===== config.mk =====
export PLATFORM = sky130hd
export DESIGN_NAME = pbfmux_top
export DESIGN_NICKNAME = d
export VERILOG_FILES = /design/src/pbfmux_top.v /design/src/pbfmux_pad.v
export VERILOG_INCLUDE_DIRS = /design/src
export SDC_FILE = /design/constraint.sdc
export NUM_CORES = 1
export LEC_CHECK = 0
export BUFFER_PORTS_ARGS = -buffer_cell sky130_fd_sc_hd__buf_2
export CAP_MARGIN = 20
export CORE_ASPECT_RATIO = 1.25
export CORE_UTILIZATION = 30
export CTS_CLUSTER_DIAMETER = 80
export DETAILED_ROUTE_END_ITERATION = 12
export PLACE_DENSITY_LB_ADDON = 0.2
export SKIP_CTS_REPAIR_TIMING = 1
export SLEW_MARGIN = 25
export SYNTH_ARGS = -nofsm -noshare
export SYNTH_HDL_FRONTEND = slang
export SYNTH_SLANG_ARGS = --single-unit

===== constraint.sdc =====
create_clock -name CLK -period 5.07 [get_ports CLK]
set_input_delay 0.507 -clock CLK [delete_from_list [all_inputs] [get_ports CLK]]
set_output_delay 0.507 -clock CLK [all_outputs]
set_load 0.01 [all_outputs]

===== src/pbfmux_defines.vh =====
// Register offsets, field positions and reset values for the port B/F pin mux
`ifndef PBFMUX_DEFINES_VH
`define PBFMUX_DEFINES_VH

// ----------------------------------------
// Register offsets (word index on the plain register port)
// ----------------------------------------
`define PBFMUX_ADDR_W 4
`define PBFMUX_OFS_B_PER 4'h0
`define PBFMUX_OFS_B_DDR 4'h1
`define PBFMUX_OFS_B_DOUT 4'h2
`define PBFMUX_OFS_B_PIN 4'h3
`define PBFMUX_OFS_CLKSEL 4'h4
`define PBFMUX_OFS_F_PER 4'h5
`define PBFMUX_OFS_F_DDR 4'h6
`define PBFMUX_OFS_F_DOUT 4'h7
`define PBFMUX_OFS_F_PIN 4'h8
`define PBFMUX_OFS_F_PUR 4'h9
`define PBFMUX_OFS_BUSCTL 4'ha

// ----------------------------------------
// Field positions
// ----------------------------------------
`define PBFMUX_BUSCTL_HOLD_BIT 0

// ----------------------------------------
// Reset values
// ----------------------------------------
`define PBFMUX_RST_B_PER 4'h0
`define PBFMUX_RST_B_DDR 4'h0
`define PBFMUX_RST_CLKSEL 4'h0
`define PBFMUX_RST_F_PER 7'h7f
`define PBFMUX_RST_F_DDR 7'h00
`define PBFMUX_RST_F_PUR 7'h7f
`define PBFMUX_RST_HOLD 1'h0

`endif


===== src/pbfmux_top.v =====
// Pin function mux for port B bits 4-7 and port F bits 9-15
//
// Operation
// Each port B pin 4..7 can be set by software as a GPIO input or output.
// Address lines 20..23 float while the external bus idles when the bus drive hold bit is clear.
// Port B pins 4..7 can show prescaler, main, double and oscillator clocks in that order.
// After reset port B pins 4..7 are GPIO inputs, with the address side floating.
// Each port B peripheral enable bit hands its pin from GPIO to the alternate function.
// For released port B pins the clock output select bit picks address line or clock.
// Port B pins 4..7 can carry address lines 20..23.
// Data lines 0..6 float while the external bus idles when the bus drive hold bit is clear.
// Each port F pin 9..15 can be set by software as a GPIO input or output.
// After reset port F pins 9..15 belong to the external memory data bus.
// Clearing a port F pull-up enable bit turns off the pull-up on the pin with the same index.
// Each pin's function is chosen independently of every other pin.
`timescale 1ns/10ps
`default_nettype none
`include "pbfmux_defines.vh"

module pbfmux_top
#(
  parameter NB = 4,
  parameter NF = 7
)
(
  // Clock and reset
  input wire CLK,
  input wire RST,
  // Register port
  input wire [`PBFMUX_ADDR_W-1:0] ADDR,
  input wire [15:0] WDATA,
  input wire WR,
  input wire RD,
  output reg [15:0] RDATA,
  // External memory interface side
  input wire [NB-1:0] EXT_ADDR_HI,
  input wire [NF-1:0] EXT_DATA_OUT,
  input wire EXT_DATA_DIR_OUT,
  input wire EXT_BUS_ACTIVE,
  output wire [NF-1:0] EXT_DATA_IN,
  output wire EXT_CTRL_OE_N,
  // Clocks to monitor
  input wire PRESCALER_CLOCK,
  input wire SYSTEM_MAIN_CLOCK,
  input wire SYSTEM_DOUBLE_CLOCK,
  input wire OSCILLATOR_CLOCK,
  // Port B pins 4..7
  input wire [NB-1:0] PB_IN,
  output wire [NB-1:0] PB_OUT,
  output wire [NB-1:0] PB_OE_N,
  // Port F pins 9..15
  input wire [NF-1:0] PF_IN,
  output wire [NF-1:0] PF_OUT,
  output wire [NF-1:0] PF_OE_N,
  output wire [NF-1:0] PF_PULLUP_EN
);

  // ----------------------------------------
  // Registers
  // ----------------------------------------
  reg [NB-1:0] b_per_r;
  reg [NB-1:0] b_per_nxt;
  reg [NB-1:0] b_ddr_r;
  reg [NB-1:0] b_ddr_nxt;
  reg [NB-1:0] b_dout_r;
  reg [NB-1:0] b_dout_nxt;
  reg [NB-1:0] clksel_r;
  reg [NB-1:0] clksel_nxt;
  reg [NF-1:0] f_per_r;
  reg [NF-1:0] f_per_nxt;
  reg [NF-1:0] f_ddr_r;
  reg [NF-1:0] f_ddr_nxt;
  reg [NF-1:0] f_dout_r;
  reg [NF-1:0] f_dout_nxt;
  reg [NF-1:0] f_pur_r;
  reg [NF-1:0] f_pur_nxt;
  reg bus_drive_hold_r;
  reg bus_drive_hold_nxt;
  reg [15:0] rdata_nxt;
  wire [NB-1:0] mon_clk;
  wire [NB-1:0] b_alt_out;
  wire addr_drive;
  wire data_drive;
  wire wr_b_per;
  wire wr_b_ddr;
  wire wr_b_dout;
  wire wr_clksel;
  wire wr_f_per;
  wire wr_f_ddr;
  wire wr_f_dout;
  wire wr_f_pur;
  wire wr_busctl;

  // ----------------------------------------
  // Field helpers
  // ----------------------------------------
  // Pad bit i of port F is pin 9+i, so registers use bits 15..9
  function [15:0] place_f;
    input [NF-1:0] v;
    begin
      place_f = {v, 9'h000};
    end
  endfunction

  // Pad bit i of port B is pin 4+i, so registers use bits 7..4
  function [15:0] place_b;
    input [NB-1:0] v;
    begin
      place_b = {8'h00, v, 4'h0};
    end
  endfunction

  function [NB-1:0] take_b;
    input [15:0] d;
    begin
      take_b = d[7:4];
    end
  endfunction

  function [NF-1:0] take_f;
    input [15:0] d;
    begin
      take_f = d[15:9];
    end
  endfunction

  // Unmapped indices match nothing, so their writes fall away
  function hit;
    input [`PBFMUX_ADDR_W-1:0] a;
    input [`PBFMUX_ADDR_W-1:0] ofs;
    begin
      hit = (a == ofs);
    end
  endfunction

  // ----------------------------------------
  // Write decode
  // ----------------------------------------
  assign wr_b_per = WR & hit(ADDR, `PBFMUX_OFS_B_PER);
  assign wr_b_ddr = WR & hit(ADDR, `PBFMUX_OFS_B_DDR);
  assign wr_b_dout = WR & hit(ADDR, `PBFMUX_OFS_B_DOUT);
  assign wr_clksel = WR & hit(ADDR, `PBFMUX_OFS_CLKSEL);
  assign wr_f_per = WR & hit(ADDR, `PBFMUX_OFS_F_PER);
  assign wr_f_ddr = WR & hit(ADDR, `PBFMUX_OFS_F_DDR);
  assign wr_f_dout = WR & hit(ADDR, `PBFMUX_OFS_F_DOUT);
  assign wr_f_pur = WR & hit(ADDR, `PBFMUX_OFS_F_PUR);
  assign wr_busctl = WR & hit(ADDR, `PBFMUX_OFS_BUSCTL);

  // ----------------------------------------
  // Next register values
  // ----------------------------------------
  always @*
  begin
    b_per_nxt = b_per_r;
    b_ddr_nxt = b_ddr_r;
    b_dout_nxt = b_dout_r;
    clksel_nxt = clksel_r;
    f_per_nxt = f_per_r;
    f_ddr_nxt = f_ddr_r;
    f_dout_nxt = f_dout_r;
    f_pur_nxt = f_pur_r;
    bus_drive_hold_nxt = bus_drive_hold_r;
    if (wr_b_per)
    begin
      b_per_nxt = take_b(WDATA);
    end
    if (wr_b_ddr)
    begin
      b_ddr_nxt = take_b(WDATA);
    end
    if (wr_b_dout)
    begin
      b_dout_nxt = take_b(WDATA);
    end
    if (wr_clksel)
    begin
      clksel_nxt = take_b(WDATA);
    end
    if (wr_f_per)
    begin
      f_per_nxt = take_f(WDATA);
    end
    if (wr_f_ddr)
    begin
      f_ddr_nxt = take_f(WDATA);
    end
    if (wr_f_dout)
    begin
      f_dout_nxt = take_f(WDATA);
    end
    if (wr_f_pur)
    begin
      f_pur_nxt = take_f(WDATA);
    end
    if (wr_busctl)
    begin
      bus_drive_hold_nxt = WDATA[`PBFMUX_BUSCTL_HOLD_BIT];
    end
  end

  // Every register loads its next value on each edge; reset holds the start state
  always @(posedge CLK or posedge RST)
  begin
    if (RST)
    begin
      b_per_r <= `PBFMUX_RST_B_PER;
      b_ddr_r <= `PBFMUX_RST_B_DDR;
      b_dout_r <= {NB{1'b0}};
      clksel_r <= `PBFMUX_RST_CLKSEL;
      f_per_r <= `PBFMUX_RST_F_PER;
      f_ddr_r <= `PBFMUX_RST_F_DDR;
      f_dout_r <= {NF{1'b0}};
      f_pur_r <= `PBFMUX_RST_F_PUR;
      bus_drive_hold_r <= `PBFMUX_RST_HOLD;
    end
    else
    begin
      b_per_r <= b_per_nxt;
      b_ddr_r <= b_ddr_nxt;
      b_dout_r <= b_dout_nxt;
      clksel_r <= clksel_nxt;
      f_per_r <= f_per_nxt;
      f_ddr_r <= f_ddr_nxt;
      f_dout_r <= f_dout_nxt;
      f_pur_r <= f_pur_nxt;
      bus_drive_hold_r <= bus_drive_hold_nxt;
    end
  end

  // ----------------------------------------
  // Read back
  // ----------------------------------------
  always @*
  begin
    rdata_nxt = 16'h0000;
    case (ADDR)
      `PBFMUX_OFS_B_PER: rdata_nxt = place_b(b_per_r);
      `PBFMUX_OFS_B_DDR: rdata_nxt = place_b(b_ddr_r);
      `PBFMUX_OFS_B_DOUT: rdata_nxt = place_b(b_dout_r);
      `PBFMUX_OFS_B_PIN: rdata_nxt = place_b(PB_IN);
      `PBFMUX_OFS_CLKSEL: rdata_nxt = place_b(clksel_r);
      `PBFMUX_OFS_F_PER: rdata_nxt = place_f(f_per_r);
      `PBFMUX_OFS_F_DDR: rdata_nxt = place_f(f_ddr_r);
      `PBFMUX_OFS_F_DOUT: rdata_nxt = place_f(f_dout_r);
      `PBFMUX_OFS_F_PIN: rdata_nxt = place_f(PF_IN);
      `PBFMUX_OFS_F_PUR: rdata_nxt = place_f(f_pur_r);
      `PBFMUX_OFS_BUSCTL: rdata_nxt = {15'h0000, bus_drive_hold_r};
      default: rdata_nxt = 16'h0000;
    endcase
  end

  // Read data stands only in the cycle after the strobe
  always @(posedge CLK or posedge RST)
  begin
    if (RST)
      RDATA <= 16'h0000;
    else if (RD)
      RDATA <= rdata_nxt;
    else
      RDATA <= 16'h0000;
  end

  // ----------------------------------------
  // Pin muxing
  // ----------------------------------------
  // Clocks pass combinationally; registering them would divide them
  assign mon_clk = {OSCILLATOR_CLOCK, SYSTEM_DOUBLE_CLOCK, SYSTEM_MAIN_CLOCK, PRESCALER_CLOCK};
  assign b_alt_out = clksel_r & mon_clk | ~clksel_r & EXT_ADDR_HI;
  // Address and control float on idle bus unless hold is set; reset forces float
  assign addr_drive = ~RST & (EXT_BUS_ACTIVE | bus_drive_hold_r);
  assign data_drive = addr_drive & EXT_DATA_DIR_OUT;
  assign EXT_CTRL_OE_N = ~addr_drive;
  assign EXT_DATA_IN = PF_IN;
  assign PF_PULLUP_EN = f_pur_r;

  genvar i;
  generate
    for (i = 0; i < NB; i = i + 1)
    begin : g_b
      // Clock monitor drives regardless of bus state
      pbfmux_pad u_pad (
        .alt_sel(b_per_r[i]),
        .gpio_dir_out(b_ddr_r[i] & ~RST),
        .gpio_dout(b_dout_r[i]),
        .alt_dout(b_alt_out[i]),
        .alt_drive(clksel_r[i] | addr_drive),
        .pad_out(PB_OUT[i]),
        .pad_oe_n(PB_OE_N[i])
      );
    end
    for (i = 0; i < NF; i = i + 1)
    begin : g_f
      pbfmux_pad u_pad (
        .alt_sel(f_per_r[i]),
        .gpio_dir_out(f_ddr_r[i]),
        .gpio_dout(f_dout_r[i]),
        .alt_dout(EXT_DATA_OUT[i]),
        .alt_drive(data_drive),
        .pad_out(PF_OUT[i]),
        .pad_oe_n(PF_OE_N[i])
      );
    end
  endgenerate

endmodule

`default_nettype wire


===== src/pbfmux_pad.v =====
// One bidirectional pad cell: chooses between GPIO and alternate drive
`timescale 1ns/10ps
`default_nettype none

module pbfmux_pad
(
  // Selection
  input wire alt_sel,
  input wire gpio_dir_out,
  input wire gpio_dout,
  // Alternate function
  input wire alt_dout,
  input wire alt_drive,
  // Pad
  output wire pad_out,
  output wire pad_oe_n
);

  // ----------------------------------------
  // Drive choice
  // ----------------------------------------
  // Active-low enable: low while the pad is driven
  assign pad_out = alt_sel ? alt_dout : gpio_dout;
  assign pad_oe_n = alt_sel ? ~alt_drive : ~gpio_dir_out;

endmodule

`default_nettype wire


* Yosys cells after proc, flatten, opt, wreduce, memory -nomap -nowiden
Index checks and enable logic that the tools add are counted.
Storage, ports and cells: register bits after elaboration 61, bits of input ports 52, output and inout bits 53, word-level logic and storage cells 87
Operators by class: equality and inequality tests 10, muxes and demuxes 24, bitwise gates (word level) 42, reductions and logical operators 1
Operator list (count):
- one-hot mux 16 bit (11 select lines) | 1
- two-way mux 1 bit | 22
- NOT 1 bit | 18
- == test 4 x 3 -> 1 bit (second input constant) | 4
- two-way mux 16 bit | 1
- bitwise AND 1 bit | 15
- == test 4 bit (second input constant) | 3
- bitwise AND 4 bit | 2
- == test 4 x 2 -> 1 bit (second input constant) | 2
- OR 1 bit | 5
- == test 4 x 1 -> 1 bit (second input constant) | 1
- logical NOT 4 bit | 1
- NOT 4 bit | 1
- OR 4 bit | 1

* Longest topological paths before layout
depth after elaboration 5, gate-level depth with buffers 5, depth with buffers taken out 3

* Hierarchy
A second synthesis with hierarchy kept.
Unflattened totals: cell total of the unflattened synthesis 243, area total of the unflattened synthesis 3089.2 um^2
By module, submodules not included:
- pbfmux_top | times used 1, cells each 221, area an instance 2813.9 um^2, seq. area each 1443.9 um^2
- pbfmux_pad | times used 11, cells each 2, area an instance 25.0 um^2, seq. area each 0.0 um^2

* Worst setup path after synthesis
Ideal clock, no wire load.
path kind input to output, start point input RST, end point output PB_OE_N[0], arrival time 2.287 ns, required time 4.563 ns, slack 2.276 ns, stages on the path 4, path buffers 1, cells stage by stage inv_1 -> a21oi_1 -> a31o_2 -> buf_4
On the way: word-level cells in the longest chain between the ends 5, elaborated cells between the ends (all ways) 7, those cells by class mux: 1; bitwise: 6
RTL lines:
- start: declaration | line pbfmux_top.v:28 | input wire RST,
- NOT 1 bit (*) | line pbfmux_top.v:270, pbfmux_top.v:283
- bitwise AND 1 bit | line pbfmux_top.v:270 | assign addr_drive = ~RST & (EXT_BUS_ACTIVE | bus_drive_hold_r);
- OR 1 bit | line pbfmux_top.v:286 | .alt_drive(clksel_r[i] | addr_drive),
- NOT 1 bit | line pbfmux_pad.v:24 | assign pad_oe_n = alt_sel ? ~alt_drive : ~gpio_dir_out;
- two-way mux 1 bit (*) | line pbfmux_pad.v:24
- end: declaration | line pbfmux_top.v:50 | output wire [NB-1:0] PB_OE_N,
Every way passes the cells marked *; elsewhere a longest branch is shown, timed or not.

* Worst setup path in the final report
start point register bus_drive_hold_r, end point output PF_OE_N[6]
On the way: word-level cells in the longest chain between the ends 5
RTL lines:
- start: declaration | line pbfmux_top.v:77 | reg bus_drive_hold_r;
- start signal: assignment | line pbfmux_top.v:214 | bus_drive_hold_r <= `PBFMUX_RST_HOLD;
- start signal: assignment | line pbfmux_top.v:226 | bus_drive_hold_r <= bus_drive_hold_nxt;
- OR 1 bit | line pbfmux_top.v:270
- bitwise AND 1 bit | line pbfmux_top.v:270
- bitwise AND 1 bit | line pbfmux_top.v:271 | assign data_drive = addr_drive & EXT_DATA_DIR_OUT;
- NOT 1 bit | line pbfmux_pad.v:24
- two-way mux 1 bit | line pbfmux_pad.v:24
- end: declaration | line pbfmux_top.v:54 | output wire [NF-1:0] PF_OE_N,
Every way passes these cells.

==> results by group <==
Outcome
  • Status: completed

Worst setup path
  • WP data arrival: 2.11 ns
  • Critical path's largest stage delay: 0.59 ns
  • Stages on the worst setup path: 4
  • Crit path max-delay family: compound AO/OA/AOI/OAI gates
  • Crit Path Max Fanout: 7
  • WP buf/inv: 1
  • CP max stage cell: o21bai_1
  • Critical path class: register to output pin
  • R2R cell count: 3
  • Element type at the critical path start: register
  • Crit-path cells: o21bai_1, nor2_1, mux2i_1, buf_2
  • CP endpoint kind: output pin
  • Worst Path Required: 4.56 ns

Yosys
  • Cell Area, Synth: 0.00322 sq mm
  • Synth warn: 0
  • Post-Syn Instances: 275
  • FF+latch count, synth: 57
  • Top cells by area, synth: dfrtp_1 33%, mux2_2 21%, dfstp_2 11%
  • Syn Area/Cell: 11.7 sq um
  • Share of the synthesized area in the top cell type: 0.335
  • Sequential area share after synthesis: 0.449
  • FFs w/ async S/R, synth: 1.00
  • Ys flop type: dfrtp_1
  • Top-count cell post-synth: mux2_2
  • Netlist cell types: 37
  • Top cells by instance count after synthesis: 59 x mux2_2, 43 x dfrtp_1, 33 x buf_4
  • Post-synth EDFFs: 0
  • Synth area leader: dfrtp_1

Timing
  • Period utilisation layout: 0.516
  • Final Skew: 0.00716 ns
  • Setup repair after global routing missed its margin: no
  • Max-slew headroom: 0.447
  • Final Max Tran Viols: 0
  • Final hold vios: 0
  • Final setup viols: 0
  • Max Freq: 382 MHz
  • Final TNS setup: 0 ns
  • Worst slew pin tran: 0.819 ns
  • Setup ws final: 2.45 ns
  • Final Critical Period: 2.62 ns
  • WHS: 0.251 ns

Hold path
  • Worst Hold Class: input pin to asynchronous set/reset pin

Global route
  • GRT Total Usage: 0.156
  • First-pass GRT wire length: 13000 um
  • Initial antenna violation count: 0
  • Grt ovf: 0
  • Vias in the first global route: 2422
  • Largest net degree at the start of global routing: 36

Finish
  • Final Core Density: 0.376
  • Nets: 394
  • Fill cells: 1053
  • # diodes: 0
  • Share of layout cells above drive strength 1: 0.566
  • Area occupied by multi-input gates: 0.00144 sq mm
  • Area grow syn2layout: 19.9%
  • Register Area: 0.00144 sq mm
  • Fin area: 0.00385 sq mm

Detailed routing
  • DR pass1 iterations: 4
  • Residual DRC count: 0
  • DRT iter0 DRCs: 80
  • Vias per cell: 4.88
  • DR WL/cell: 17.2 um
  • Vias: 2317
  • WL final: 8180 um
  • Antenna Nets Post-Route: 0

Place
  • Final HPWL DP: 5720 um
  • Gpl congestion: 0.730
  • Pre-CTS WS: 2.52 ns
  • Port bufs: 96
  • DP Area: 0.00357 sq mm

CTS
  • CTS Root Cell: clkbuf_16
  • # clock sinks: 57
  • CTS Buf Count: 9
  • Clock Tree Buf Depth: 2
  • CTS tree: yes
  • CTS H-tree depth: 3
  • CTS clk-pin slew, worst paths: 0.05 ns
  • Worst-skew pair later-pin latency: 0.33 ns

Floorplanning
  • Die H: 118 um
  • IO Pins: 105
  • Die area: 0.0111 sq mm
  • Die Span X: 94.6 um
  • # rows: 41
  • Initial Util: 0.313
  • Core Footprint: 0.0103 sq mm

Power
  • PD cells: 413 mW/mm^2
  • Peak supply drop: 0.000197 V
  • LEAKAGE: 1.79 nW

Flow run
  • Max-cap viol count: 0
==> power by group <==
| group | switching (W) | leakage [nW] | internal [W] | total (W) |
|---|---|---|---|---|
| sequential | 0.0000826 | 0.693 | 0.000564 | 0.000647 |
| clock | 0.000197 | 0.145 | 0.000387 | 0.000584 |
| combinational | 0.000161 | 0.952 | 0.000198 | 0.000359 |
| total | 0.000441 | 1.79 | 0.00115 | 0.00159 |
==> flip-flops by register name, indices dropped and copies added (netlist names) <==
| signal | cells |
|---|---|
| f_ddr_r | 7 |
| f_per_r | 7 |
| b_ddr_r | 4 |
| bus_drive_hold_r | 1 |
| clksel_r | 4 |
| f_dout_r | 7 |
| b_dout_r | 4 |
| RDATA | 12 |
| PF_PULLUP_EN | 7 |
| b_per_r | 4 |
==> worst paths after layout <==
kind,startpoint,to,slack (ns)
min in group CLK,WDATA[0],bus_drive_hold_r$_DFFE_PP0P_,0.42
max reg2reg,b_dout_r[3]$_DFFE_PP0P_,RDATA[7]$_DFF_PP0_,3.97
max in group asynchronous,RST,PF_PULLUP_EN[2]$_DFFE_PP1P_,3.90
min,RST,RDATA[5]$_DFF_PP0_,0.25
max,bus_drive_hold_r$_DFFE_PP0P_,PF_OE_N[6],2.45
min reg2reg,f_dout_r[4]$_DFFE_PP0P_,f_dout_r[4]$_DFFE_PP0P_,0.53
==> area by class of cell <==
| type | count | area share |
|---|---|---|
| flip-flops and latches | 57 | 0.375 |
| multi-input cells | 168 | 0.373 |
| repair buffers | 98 | 0.129 |
| clock buffers | 11 | 0.0630 |
| well taps | 129 | 0.0419 |
| clock inverters | 4 | 0.0117 |
| inverters | 8 | 0.00779 |
==> kinds of logic (layout without fill, tap and decap cells) <==
group / Yosys count / in the layout / synth area share
flops: 57 / 57 / 0.449
compound gates: 37 / 37 / 0.0774
mux: 78 / 78 / 0.266
simple gates: 49 / 49 / 0.0988
other cells: 1 / 4 / 0.00117
buf+inv: 53 / 121 / 0.108
==> routing by layer <==
metal / wire (um) / global-route usage / up-vias
met5: 0 / 0 / -
met3: 637 / 0.0510 / 9
met4: 127 / 0.0644 / 0
li1: - / - / 1095
met1: 3560 / 0.198 / 1119
met2: 3860 / 0.242 / 94
==> cell usage in the layout, fill, tap and decap left out, types with 3 or more instances in the layout <==
cell	synthesis	final
clkinv_2	0	3
nand3_1	3	3
o22a_1	3	3
a22oi_1	6	6
dfrtp_1	43	43
a31o_2	4	4
nor2_1	7	7
nor3_1	4	4
nand3b_1	13	13
mux2i_1	19	19
nor2_2	3	3
dfstp_2	14	14
conb_1	1	4
inv_1	8	7
nand2_1	6	6
o22ai_1	3	3
buf_2	6	96
mux2_2	59	59
a21oi_1	10	10
a31oi_1	6	6
clkbuf_16	0	9
==> through the flow <==
stage / instances / power (W)
CTS: 475 / 0.00161
floorplan: 278 / 0.000946
global placement: 460 / 0.00101
global route: 475 / 0.00168
finish: 475 / 0.00159
detailed placement: 460 / 0.00102
Power figures use the tool's default switching activity.
